**src/shared/stpf_pkg.sv**
```systemverilog
// Package for the serial transmit path and frame format block.
// Assumes a byte-wide register port and a single 250 MHz clock domain.
package stpf_pkg;

  // Register offsets on the plain register port
  localparam logic [3:0] STPF_OFS_FORMAT = 4'h0;
  localparam logic [3:0] STPF_OFS_CTRL = 4'h2;
  localparam logic [3:0] STPF_OFS_HOLD = 4'h3;
  localparam logic [3:0] STPF_OFS_FLAG = 4'h4;
  localparam logic [3:0] STPF_OFS_CARD = 4'h6;

  // Values after reset and after standby entry
  localparam logic [7:0] STPF_RST_FORMAT = 8'h00;
  localparam logic [7:0] STPF_RST_CTRL = 8'h00;
  localparam logic [7:0] STPF_RST_HOLD = 8'hFF;
  localparam logic [7:0] STPF_RST_FLAG = 8'h84;
  localparam logic [7:0] STPF_RST_CARD = 8'hF2;

  // Field positions
  localparam int STPF_BIT_TXEN = 5;
  localparam int STPF_BIT_EMPTY = 7;
  localparam int STPF_BIT_FINISHED = 2;
  localparam int STPF_BIT_MPBIT = 0;
  localparam int STPF_BIT_CARDIF = 0;

  // Index of the last data bit of a character
  localparam logic [2:0] STPF_LAST_BIT_8 = 3'h7;
  localparam logic [2:0] STPF_LAST_BIT_7 = 3'h6;

  // Finished-flag points in half bit times after start bit begins
  localparam logic [4:0] STPF_HALVES_LONG = 5'h19;
  localparam logic [4:0] STPF_HALVES_SHORT = 5'h16;

  // Prescaler masks for divide by 4, 16, 64
  localparam logic [5:0] STPF_PRE_DIV4 = 6'h03;
  localparam logic [5:0] STPF_PRE_DIV16 = 6'h0F;
  localparam logic [5:0] STPF_PRE_DIV64 = 6'h3F;

  // Format register layout, bit 7 down to bit 0
  typedef struct packed {
    logic modeOrGuard;   // Sync mode, or guard_time_select in card mode
    logic charLengthSel; // 1: seven-bit characters
    logic parityEnable;  // Parity bit added
    logic paritySelOdd;  // 1: odd parity
    logic stopTwo;       // 1: two stop bits
    logic multiprocFormat; // Multiprocessor format
    logic clkPrescaleHi;
    logic clkPrescaleLo;
  } stpf_fmt_type;

endpackage

```
**src/hdl/stpf_top.sv**
```systemverilog
// Serial transmit path with holding register, hidden shifter and format register.
// Assumes halfBitTick comes from a bit-rate divider on the same clock, and that
// standby is a same-domain level from power control.
//
// Functional notes
// - Shifter sends bit 0 first
// - Empty shifter loads holding byte, starts sending
// - Auto reload after byte unless holding empty
// - Shifter has no register address
// - Holding register always readable and writable
// - Holding register all ones on reset, standby
// - Format register read/write, zero on reset/standby
// - Bit 7: async or synchronous mode
// - Card mode bit 7: finish at 12.5/11.0
// - Bit 6: 8 or 7 bit async
// - Seven-bit mode drops holding bit 7
// - Bit 5: parity in async only
// - Bit 4: even or odd parity
// - Bit 3: one or two stop bits
// - Bit 2: multiprocessor format overrides parity, not in card mode
// - Bits 1:0 pick prescaler 1/4/16/64
// - Transmit disabled holds holding-empty at one
//
// The strobed register port and the address map were decided locally.
`timescale 1ns/1ps
module stpf_top (
  input wire logic clk,
  input wire logic rst,
  input wire logic clkEn,
  input wire logic standby,
  input wire logic halfBitTick,
  input wire logic [3:0] regAddr,
  input wire logic [7:0] regWrData,
  input wire logic regWr,
  input wire logic regRd,
  output logic [7:0] regRdData,
  output logic serialOut,
  output logic prescaleTick,
  output logic txBusy
);
  import stpf_pkg::*;

  // Transmit sequencer states
  typedef enum logic [2:0] {
    TX_IDLE,
    TX_START,
    TX_DATA,
    TX_EXTRA,
    TX_STOP,
    TX_GUARD
  } stpf_tx_state_type;

  stpf_fmt_type format_reg; // Frame format register
  logic [7:0] ctrl_reg; // Control, transmit enable
  logic [7:0] hold_reg; // Transmit holding byte
  logic [7:0] card_reg; // Card mode register
  logic emptyFlag_reg; // Holding empty flag
  logic finishedFlag_reg; // Transmit finished flag
  logic mpBit_reg; // Multiprocessor bit to send
  logic [7:0] shifter_reg; // Hidden shifter, no address
  stpf_tx_state_type state_reg; // Sequencer state
  stpf_tx_state_type state_next;
  logic [2:0] bitCnt_reg; // Data bit index
  logic half_reg; // Second half of bit time
  logic stopCnt_reg; // Second stop bit pending
  logic [4:0] halfCnt_reg; // Half bits since start, card mode
  logic extraBit_reg; // Parity or multiprocessor bit value
  logic [5:0] preCnt_reg; // Prescaler counter
  logic serialOut_reg;
  logic [7:0] rdData_reg;

  // Decoded controls
  logic cardMode;
  logic syncMode;
  logic txEnable;
  logic bitEnd;
  logic frameEnd;
  logic loadShifter;
  logic sevenBit;
  logic [2:0] lastBit;
  logic useExtra;
  logic [7:0] loadData;
  logic clearEmpty;
  logic clearFinished;
  logic wrFormat;
  logic wrHold;
  logic wrFlag;

  assign cardMode = card_reg[STPF_BIT_CARDIF];
  assign syncMode = format_reg.modeOrGuard & ~cardMode;
  assign txEnable = ctrl_reg[STPF_BIT_TXEN];
  assign sevenBit = format_reg.charLengthSel & ~syncMode & ~cardMode;
  assign lastBit = sevenBit ? STPF_LAST_BIT_7 : STPF_LAST_BIT_8;
  // Parity or multiprocessor bit only in async; card always has parity
  assign useExtra = cardMode | (~syncMode &
                    (format_reg.parityEnable | format_reg.multiprocFormat));
  // Seven-bit characters leave out bit 7
  assign loadData = sevenBit ? {1'b0, hold_reg[6:0]} : hold_reg;
  assign bitEnd = halfBitTick & half_reg;
  assign wrFormat = regWr & (regAddr == STPF_OFS_FORMAT);
  assign wrHold = regWr & (regAddr == STPF_OFS_HOLD);
  assign wrFlag = regWr & (regAddr == STPF_OFS_FLAG);
  // Writing zero clears a flag, writing one leaves it
  assign clearEmpty = wrFlag & ~regWrData[STPF_BIT_EMPTY];
  assign clearFinished = wrFlag & ~regWrData[STPF_BIT_FINISHED];
  assign txBusy = (state_reg != TX_IDLE);

  // Frame end detection per mode
  always_comb begin
    frameEnd = 1'b0;
    unique case (state_reg)
      TX_DATA: frameEnd = bitEnd & syncMode & (bitCnt_reg == lastBit);
      TX_STOP: frameEnd = bitEnd & ~stopCnt_reg;
      TX_GUARD: frameEnd = halfBitTick &
                (halfCnt_reg == (format_reg.modeOrGuard ? STPF_HALVES_SHORT - 5'h01
                                                        : STPF_HALVES_LONG - 5'h01));
      default: frameEnd = 1'b0;
    endcase
  end

  // Shifter loads when idle or at frame end and holding has data
  assign loadShifter = txEnable & ~emptyFlag_reg &
                       ((state_reg == TX_IDLE) | frameEnd);

  // Next state of the sequencer
  always_comb begin
    state_next = state_reg;
    unique case (state_reg)
      TX_IDLE: begin
        if (loadShifter) begin
          state_next = syncMode ? TX_DATA : TX_START;
        end
      end
      TX_START: begin
        if (bitEnd) begin
          state_next = TX_DATA;
        end
      end
      TX_DATA: begin
        if (bitEnd && (bitCnt_reg == lastBit)) begin
          if (syncMode) begin
            // Sync frames carry no parity and no stop bit
            state_next = loadShifter ? TX_DATA : TX_IDLE;
          end else begin
            state_next = useExtra ? TX_EXTRA : TX_STOP;
          end
        end
      end
      TX_EXTRA: begin
        if (bitEnd) begin
          state_next = cardMode ? TX_GUARD : TX_STOP;
        end
      end
      TX_STOP: begin
        if (frameEnd) begin
          state_next = loadShifter ? TX_START : TX_IDLE;
        end
      end
      TX_GUARD: begin
        if (frameEnd) begin
          state_next = loadShifter ? TX_START : TX_IDLE;
        end
      end
      default: state_next = TX_IDLE;
    endcase
  end

  // Sequencer state register
  always_ff @(posedge clk) begin
    if (rst || standby) begin
      state_reg <= TX_IDLE;
    end else if (clkEn) begin
      state_reg <= state_next;
    end
  end

  // Half-bit phase and bit counters
  always_ff @(posedge clk) begin
    if (rst || standby) begin
      half_reg <= 1'b0;
      bitCnt_reg <= 3'h0;
      stopCnt_reg <= 1'b0;
    end else if (clkEn) begin
      if (loadShifter) begin
        // New frame starts on a bit boundary
        half_reg <= 1'b0;
        bitCnt_reg <= 3'h0;
        stopCnt_reg <= 1'b0;
      end else if (halfBitTick) begin
        half_reg <= ~half_reg;
        if (half_reg && state_reg == TX_DATA) begin
          bitCnt_reg <= bitCnt_reg + 3'h1;
        end
        // Two stop bits: last bit before stop arms the second, first stop end clears it
        if (half_reg && state_reg != TX_STOP) begin
          stopCnt_reg <= format_reg.stopTwo;
        end else if (half_reg) begin
          stopCnt_reg <= 1'b0;
        end
      end
    end
  end

  // Half-bit counter from start bit, card mode finish timing
  always_ff @(posedge clk) begin
    if (rst || standby) begin
      halfCnt_reg <= 5'h00;
    end else if (clkEn) begin
      if (loadShifter) begin
        halfCnt_reg <= 5'h00;
      end else if (halfBitTick && state_reg != TX_IDLE) begin
        halfCnt_reg <= halfCnt_reg + 5'h01;
      end
    end
  end

  // Hidden shifter, moves right so bit 0 leaves first
  always_ff @(posedge clk) begin
    if (rst || standby) begin
      shifter_reg <= 8'h00;
      extraBit_reg <= 1'b0;
    end else if (clkEn) begin
      if (loadShifter) begin
        shifter_reg <= loadData;
        if (format_reg.multiprocFormat && !cardMode) begin
          // Multiprocessor bit replaces parity
          extraBit_reg <= mpBit_reg;
        end else begin
          // Parity makes ones count even, or odd when selected
          extraBit_reg <= (^loadData) ^ format_reg.paritySelOdd;
        end
      end else if (bitEnd && state_reg == TX_DATA) begin
        shifter_reg <= {1'b0, shifter_reg[7:1]};
      end
    end
  end

  // Serial output line, idles high
  always_ff @(posedge clk) begin
    if (rst || standby) begin
      serialOut_reg <= 1'b1;
    end else if (clkEn) begin
      unique case (state_next)
        TX_START: serialOut_reg <= 1'b0;
        TX_DATA: serialOut_reg <= loadShifter ? loadData[0] : ((state_reg == TX_DATA && bitEnd) ?
                                  shifter_reg[1] : shifter_reg[0]);
        TX_EXTRA: serialOut_reg <= extraBit_reg;
        default: serialOut_reg <= 1'b1;
      endcase
    end
  end

  assign serialOut = serialOut_reg;

  // Holding-empty flag: set on load or when disabled, set wins
  always_ff @(posedge clk) begin
    if (rst || standby) begin
      emptyFlag_reg <= STPF_RST_FLAG[STPF_BIT_EMPTY];
    end else if (clkEn) begin
      if (!txEnable) begin
        emptyFlag_reg <= 1'b1;
      end else if (loadShifter) begin
        emptyFlag_reg <= 1'b1;
      end else if (clearEmpty) begin
        emptyFlag_reg <= 1'b0;
      end
    end
  end

  // Finished flag: set at frame end with nothing to reload
  always_ff @(posedge clk) begin
    if (rst || standby) begin
      finishedFlag_reg <= STPF_RST_FLAG[STPF_BIT_FINISHED];
    end else if (clkEn) begin
      if (frameEnd && !loadShifter) begin
        finishedFlag_reg <= 1'b1;
      end else if (state_reg == TX_DATA && bitEnd && syncMode &&
                   bitCnt_reg == lastBit && !loadShifter) begin
        finishedFlag_reg <= 1'b1;
      end else if (loadShifter || clearFinished) begin
        finishedFlag_reg <= 1'b0;
      end
    end
  end

  // Multiprocessor bit value, software owned
  always_ff @(posedge clk) begin
    if (rst || standby) begin
      mpBit_reg <= STPF_RST_FLAG[STPF_BIT_MPBIT];
    end else if (clkEn && wrFlag) begin
      mpBit_reg <= regWrData[STPF_BIT_MPBIT];
    end
  end

  // Holding register, writable at any time
  always_ff @(posedge clk) begin
    if (rst || standby) begin
      hold_reg <= STPF_RST_HOLD;
    end else if (clkEn && wrHold) begin
      hold_reg <= regWrData;
    end
  end

  // Format register
  always_ff @(posedge clk) begin
    if (rst || standby) begin
      format_reg <= stpf_fmt_type'(STPF_RST_FORMAT);
    end else if (clkEn && wrFormat) begin
      format_reg <= stpf_fmt_type'(regWrData);
    end
  end

  // Control and card mode registers
  always_ff @(posedge clk) begin
    if (rst || standby) begin
      ctrl_reg <= STPF_RST_CTRL;
      card_reg <= STPF_RST_CARD;
    end else if (clkEn && regWr) begin
      if (regAddr == STPF_OFS_CTRL) begin
        ctrl_reg <= regWrData;
      end
      if (regAddr == STPF_OFS_CARD) begin
        card_reg <= regWrData;
      end
    end
  end

  // Prescaler counter, free running
  always_ff @(posedge clk) begin
    if (rst || standby) begin
      preCnt_reg <= 6'h00;
      prescaleTick <= 1'b0;
    end else if (clkEn) begin
      preCnt_reg <= preCnt_reg + 6'h01;
      unique case ({format_reg.clkPrescaleHi, format_reg.clkPrescaleLo})
        2'b00: prescaleTick <= 1'b1;
        2'b01: prescaleTick <= (preCnt_reg & STPF_PRE_DIV4) == STPF_PRE_DIV4;
        2'b10: prescaleTick <= (preCnt_reg & STPF_PRE_DIV16) == STPF_PRE_DIV16;
        2'b11: prescaleTick <= preCnt_reg == STPF_PRE_DIV64;
      endcase
    end
  end

  // Read data, one cycle after strobe; shifter never readable
  always_ff @(posedge clk) begin
    if (rst) begin
      rdData_reg <= 8'h00;
    end else if (clkEn && regRd) begin
      unique case (regAddr)
        STPF_OFS_FORMAT: rdData_reg <= format_reg;
        STPF_OFS_CTRL: rdData_reg <= ctrl_reg;
        STPF_OFS_HOLD: rdData_reg <= hold_reg;
        STPF_OFS_FLAG: rdData_reg <= {emptyFlag_reg | ~txEnable, 4'h0, finishedFlag_reg,
                                      1'b0, mpBit_reg};
        STPF_OFS_CARD: rdData_reg <= card_reg;
        default: rdData_reg <= 8'h00;
      endcase
    end else if (clkEn) begin
      rdData_reg <= 8'h00;
    end
  end

  assign regRdData = rdData_reg;

endmodule

```
**config.mk**
```make
export PLATFORM = sky130hd
export DESIGN_NAME = stpf_top
export DESIGN_NICKNAME = d
export VERILOG_FILES = /design/src/shared/stpf_pkg.sv /design/src/hdl/stpf_top.sv
export SDC_FILE = /design/constraint.sdc
export NUM_CORES = 1
export LEC_CHECK = 0
export ABC_AREA = 1
export BUFFER_PORTS_ARGS = -buffer_cell sky130_fd_sc_hd__clkbuf_2
export CAP_MARGIN = 20
export CORE_MARGIN = 2
export CORE_UTILIZATION = 59
export DETAILED_ROUTE_END_ITERATION = 7
export GPL_TIMING_DRIVEN = 0
export HOLD_SLACK_MARGIN = 0.12
export MAX_ROUTING_LAYER = met4
export PLACE_DENSITY = 0.79
export SLEW_MARGIN = 25
export SYNTH_ARGS = -nofsm -noshare
export SYNTH_HDL_FRONTEND = slang
export SYNTH_SLANG_ARGS = --single-unit
```
**constraint.sdc**
```tcl
create_clock -name clk -period 1.9 [get_ports clk]
set_input_delay 0.285 -clock clk [delete_from_list [all_inputs] [get_ports clk]]
set_output_delay 0.285 -clock clk [all_outputs]
set_load 0.01 [all_outputs]
```
# Word-level counts from Yosys, hierarchy flattened
# Index checks and enable logic that the tools add are counted.
totals:
  ff_bits: 73
  latchBits: 0
  mem_bits_rw: 0
  mem_bits_ro: 0
  inputBits: 19
  out_inout_bits: 11
  word_cells: 164
  mem_count: 0
op_classes:
  n_addsub: 3
  mul: 0
  div: 0
  n_lt_le_gt_ge: 0
  eq_ne: 22
  shifts: 0
  muxes: 43
  bitwise: 29
  reduce_logical: 42
op_table:
  columns: ["cell", "count"]
  rows:
  - ["$mux 8", 5]
  - ["$pmux 8 s5", 1]
  - ["$mux 3", 10]
  - ["$mux 1", 18]
  - ["$and 1x1->1", 16]
  - ["$reduce_and 2->1", 8]
  - ["$logic_and 1x1->1", 15]
  - ["$pmux 3 s5", 1]
  - ["$eq 3x2->1 const B", 4]
  - ["$mux 5", 2]
  - ["$reduce_bool 2->1", 5]
  - ["$reduce_bool 3->1", 3]
  - ["$eq 4x2->1 const B", 2]
  - ["$eq 4x3->1 const B", 2]
  - ["$not 1->1", 8]
  - ["$reduce_xor 8->1", 1]
  - ["$add 6x1->6 const B", 1]
  - ["$eq 2x2->1 const B", 3]
  - ["$eq 3x1->1 const B", 2]
  - ["$eq 3x3->1 const B", 2]
  - ["$eq 6x6->1 const B", 1]
  - ["$pmux 1 s3", 2]
  - ["$reduce_and 3->1", 2]
  - ["$add 5x1->5 const B", 1]
  - ["18 further kinds", 24]

# Depth between registers and ports, before layout
logic_depth:
  word_depth: 17
  mapped_depth: 17

# Least setup slack after synthesis
# Ideal clock, no wire load.
synth_path:
  path_type: "reg2reg"
  start: "register half_reg"
  end: "register halfCnt_reg[2]"
  arrival_time_ns: 1.531
  slack_ns: 0.254
  path_stages_with_launch: 14
  n_path_buf: 0
  synth_period_minus_slack_ns: 1.646
  path_cell_list: "dfxtp_1 > nand2_2 > clkinv_2 > nand3_1 > nor2_1 > nor2_2 > nand3_2 > nand2_4 > o21ai_0 > nand2_2 > clkinv_2 > nand2_2 > a21oi_1 > o21a_1"
synth_between:
  elab_chain_len: 8
  elab_cells_between_ends: 10
  classes_between: "2 x mux; 6 x bitwise; 2 x reduce/logical"
synth_rtl:
  columns: ["element", "line_no", "rtl"]
  rows:
  - ["start: declaration", "stpf_top.sv:64", "logic half_reg;"]
  - ["start signal: assignment", "stpf_top.sv:190", "half_reg <= ~half_reg;"]
  - ["$and 1x1->1 (*)", "stpf_top.sv:99", "assign bitEnd = halfBitTick & half_reg;"]
  - ["$and 1x1->1 (2 in series)", "stpf_top.sv:112", "TX_DATA: frameEnd = bitEnd & syncMode & (bitCnt_reg == lastBit);"]
  - ["$pmux 1 s3 (*)", "stpf_top.sv:111", "unique case (state_reg)"]
  - ["$or 1x1->1 (*)", "stpf_top.sv:123", "((state_reg == TX_IDLE) | frameEnd);"]
  - ["$and 1x1->1 (*)", "stpf_top.sv:122", "assign loadShifter = txEnable & ~emptyFlag_reg &"]
  - ["$reduce_bool 2->1 (no source line)", null, null]
  - ["$reduce_and 2->1 (no source line)", null, null]
  - ["end signal: assignment", "stpf_top.sv:212", "halfCnt_reg <= halfCnt_reg + 5'h01;"]
  - ["end: declaration", "stpf_top.sv:66", "logic [4:0] halfCnt_reg;"]
# Mark *: on every way between the ends. The rest lies on a longest branch, timed or not.
# A chain may end at the register's enable or synchronous reset.

# Final worst setup path
layout_path:
  start: "register card_reg[0]"
  end: "register serialOut_reg (netlist: serialOut)"
layout_between:
  elab_chain_len: 17
  elab_cells_between_ends: 31
  classes_between: "4 x eq/ne; 15 x mux; 11 x bitwise; 1 x reduce/logical"
layout_rtl:
  columns: ["element", "line_no", "rtl"]
  rows:
  - ["start: declaration", "stpf_top.sv:56", "logic [7:0] card_reg;"]
  - ["start signal: assignment", "stpf_top.sv:323", "card_reg <= regWrData;"]
  - ["$not 1->1", "stpf_top.sv:90, stpf_top.sv:92", null]
  - ["$and 1x1->1", "stpf_top.sv:90", "assign syncMode = format_reg.modeOrGuard & ~cardMode;"]
  - ["$not 1->1", "stpf_top.sv:92, stpf_top.sv:95", null]
  - ["$and 1x1->1 (2 in series)", "stpf_top.sv:92", "assign sevenBit = format_reg.charLengthSel & ~syncMode & ~cardMode;"]
  - ["$mux 1", "stpf_top.sv:93", "assign lastBit = sevenBit ? STPF_LAST_BIT_7 : STPF_LAST_BIT_8;"]
  - ["$eq 3x3->1", "stpf_top.sv:112, stpf_top.sv:140", null]
  - ["$and 1x1->1", "stpf_top.sv:112", null]
  - ["$pmux 1 s3", "stpf_top.sv:111", null]
  - ["$or 1x1->1", "stpf_top.sv:123", null]
  - ["$and 1x1->1", "stpf_top.sv:122", null]
  - ["$mux 2", "stpf_top.sv:143", "state_next = loadShifter ? TX_DATA : TX_IDLE;"]
  - ["$mux 3", "stpf_top.sv:141", "if (syncMode) begin"]
  - ["$mux 3", "stpf_top.sv:140", "if (bitEnd && (bitCnt_reg == lastBit)) begin"]
  - ["$pmux 3 s5", "stpf_top.sv:128", "unique case (state_reg)"]
  - ["$eq 3x2->1 / $eq 3x1->1 (equally long branches)", "stpf_top.sv:243", "unique case (state_next)"]
  - ["$pmux 1 s3 (*)", "stpf_top.sv:243", null]
  - ["end signal: assignment", "stpf_top.sv:245", "TX_DATA: serialOut_reg <= loadShifter ? loadData[0] : ((state_reg == TX_DATA && bitEnd) ?"]
  - ["end signal: assignment", "stpf_top.sv:247", "TX_EXTRA: serialOut_reg <= extraBit_reg;"]
  - ["end: declaration", "stpf_top.sv:69", "logic serialOut_reg;"]
# Marks and branches as above.

==> results.cfg <==
[yosys]
synth_edf_count = 0
yosysSeqAreaShare = 0.4118
yosys.area.top_type_share = 0.4118
ys_warn_count = 0
synth_common_cells = nand2_1, dfxtp_1, a21oi_1
ys_ff_latch = 73
synth_cell_type_count = 42
synth_area_leaders = dfxtp_1, nand2_1, a21oi_1
synth_area_um2 = 3548
yosys.area.top_type = dfxtp_1
netlist_instances = 502
postSynthAreaPerCell_um2 = 7.069
async_flop_share = 0
synth_flop_cell = dfxtp_1
synth_nets = 524
yosysMostFrequentCell = nand2_1

[critical_path]
arrival_ns = 2.19
ff2ff_setup_slack_ns = -0.03
reg2reg_from = card_reg[0]$_SDFFE_PP0P_
cp.required_ns = 2.16
cp.buffers_inverters = 2
cp_top_family = simple AND/OR/NAND/NOR gates
setup.worst_path.class = reg2reg
crit_chain = inv_2 -> buf_4 -> nand2_1 -> nor2_2 -> nand3b_1 -> nand3_2 -> nand2_4 -> nand2_1 -> nand2_1 -> nand2_1 -> nand2_1 -> nand2_2 -> nand2_1 -> a21oi_2 -> nand2_1
r2r-end = serialOut$_SDFFE_PP1P_
slowest_stage = dfxtp_2
cp_slowest_stage_delay_ns = 0.34
start_kind = flip-flop
ff2ff_path_depth = 15
cp-end-kind = flip-flop
cp_common_cell = nand2_1
cp_max_fo = 8

[timing]
setup_violations = 3
slew_violations = 0
worst_slew_pin_slew_ns = 0.6745
fin_setup_tns_ns = -0.04088
fin_skew_ns = 0.01222
rsz0062_at_grt = yes
hold_viol = 0
period_needed_ns = 1.929
fmax_ghz = 0.5184
fin_crit_sh = 1.015
maxSlewHeadroom = 0.5462
setup_slack_ns = -0.02886

[clocking]
clk_latency_ns = 0.36
cts_buffer_depth = 2
cts_hold_buf = 0
clk_pin_slew_ns = 0.08
cts_num_sinks = 73
cts_tree = built
cts_root_buffer = clkbuf_8
numCtsBuffers = 9
htreeDepth = 3

[min_path]
hold-path-cell-count = 3
hold_start = regWrData[3]
hold_path_class = in2reg
hold_end = hold_reg[3]$_SDFFE_PP1P_

[grt]
grt_pass1_wl_um = 15160
antenna_found_initial = 0
grt_pass1_vias = 3163
grt-ovfl-total = 0
grt_max_degree = 13
track_usage = 0.3163

[detailed_routing]
viasPerCell = 5.822
drcViolationCount = 0
wl_um = 10360
first_iter_violations = 289
route.antenna.remaining_nets = 0
routed-via-count = 3732
post_drt_wl_per_cell_um = 16.17
dr.pass1.iters = 5

[layout]
area_delta_synth_final_pct = 20.38
stdcell_count = 641
layout.nets = 583
antenna_cells = 0
postLayoutCellArea_um2 = 4272
fin_util = 0.7301
drive_gt1_frac = 0.2138

[floorplanning]
die_x_um = 81.55
core-area_um2 = 5851
ios = 30
die_area_um2 = 6650
start_util = 0.6065
fp-row-count = 28
die_h_um = 81.55

[placed_design]
place.port_buffers = 28
placed_area_um2 = 3782
dp_cells = 605
gp_congestion = 0.9544
hpwl_um = 7073

[power]
leakagePower_nw = 1.786
ir_drop_mv = 0.5826
powerDensity_nw_per_um2 = 678.0

[run_status]
status = finished, violations left
failed_checks = negative setup slack

[job]
maxCapViolCount = 0
## layout make-up
| cell class | instances | area, um^2 |
|---|---|---|
| multi-input combinational | 355 | 1912 |
| fill | 464 | 1579 |
| sequential | 73 | 1484 |
| timing repair buffer | 48 | 294.0 |
| inverter | 57 | 230.2 |
| clock buffer | 12 | 155.1 |
| tap | 75 | 93.84 |
| buffer | 17 | 76.32 |
| clock inverter | 4 | 26.28 |
## worst register-to-register path: cells and delay by family, from the launching register on
kind	cells	cell delay (ns)
AOI/OAI and AO/OA	1	0.14
buffers and inverters	2	0.21
and+or+nand+nor	12	1.14
DFF	1	0.34
## through the flow
stage | power, mW | hold slack [ns] | setup slack (ns)
global placement | 1.778 | 0.4378 | -0.1460
global route | 2.988 | 0.2321 | -0.1536
detailed placement | 1.781 | 0.4445 | -0.1665
CTS | 2.889 | 0.2175 | 0.001235
floorplan | 1.698 | 0.4113 | 0.2540
finish | 2.896 | 0.2234 | -0.02886
## cell usage in the layout, fill, tap and decap left out, types with 3 or more instances in the layout
cell,Yosys,layout
nand3_2,1,3
o21ai_0,40,39
o21ai_2,0,4
dfxtp_4,0,4
nor2_1,27,24
nand4_1,3,3
clkbuf_1,12,13
nor3_1,8,7
a31oi_1,7,5
dfxtp_2,0,6
inv_4,1,4
nor2_4,1,3
nand2_2,4,6
ha_1,3,3
buf_2,3,3
nand2_1,128,125
xnor2_1,4,4
inv_1,51,49
a21oi_2,0,3
o2111ai_1,7,7
clkbuf_8,0,11
o31ai_1,3,3
nor2_2,4,5
a21oi_1,58,55
clkbuf_2,1,29
nand3_1,31,28
xor2_1,7,7
dfxtp_1,73,63
clkinv_2,2,3
buf_4,0,19
## where the power goes
part	leakage [nW]	switching (mW)	internal [mW]	total (mW)
registers	0.596	0.0124	1.54	1.55
clock network	0.0928	0.583	0.546	1.13
logic	1.10	0.154	0.0636	0.217
## timing repair
| item | 4_1_cts | 5_1_grt |
|---|---|---|
| buffers inserted | 5 | 15 |
| gates resized for setup | 7 | 40 |
| gates cloned | 0 | 0 |
| pin swaps | 3 | 8 |
| setup endpoints to repair | 10 | 26 |
## how the worst max path moves through the flow
stage / startpoint / to / slack [ns] / cells past startpoint
floorplan: half_reg$_SDFFE_PP0P_ / halfCnt_reg[2]$_SDFFE_PP0P_ / 0.25 / 13
global placement: regAddr[3] / ctrl_reg[5]$_SDFFE_PP0P_ / -0.15 / 8
detailed placement: regAddr[0] / card_reg[0]$_SDFFE_PP0P_ / -0.17 / 7
CTS: state_reg[0]$_SDFFE_PP0P_ / serialOut$_SDFFE_PP1P_ / 0.001 / 15
global route: card_reg[0]$_SDFFE_PP0P_ / serialOut$_SDFFE_PP1P_ / -0.15 / 15
finish: card_reg[0]$_SDFFE_PP0P_ / serialOut$_SDFFE_PP1P_ / -0.03 / 15
## kinds of logic (layout without fill, tap and decap cells)
family          Yosys count  in the layout  synth area share
fa+ha+maj                 3              3           0.01058
xor+xnor                 11             11           0.02715
simple gates            215            215            0.2715
compound gates          126            126            0.1957
flops                    73             73            0.4118
buf+inv                  74            138           0.08321
## routing by layer
| metal | routed length [um] | up-vias | global-route usage |
|---|---|---|---|
| met5 | 0 | - | - |
| li1 | - | 1791 | - |
| met4 | 318 | 0 | 0.1373 |
| met1 | 4218 | 1713 | 0.3950 |
| met3 | 809 | 36 | 0.06154 |
| met2 | 5015 | 192 | 0.4992 |
Note: power is estimated with default switching activity, not from simulation.
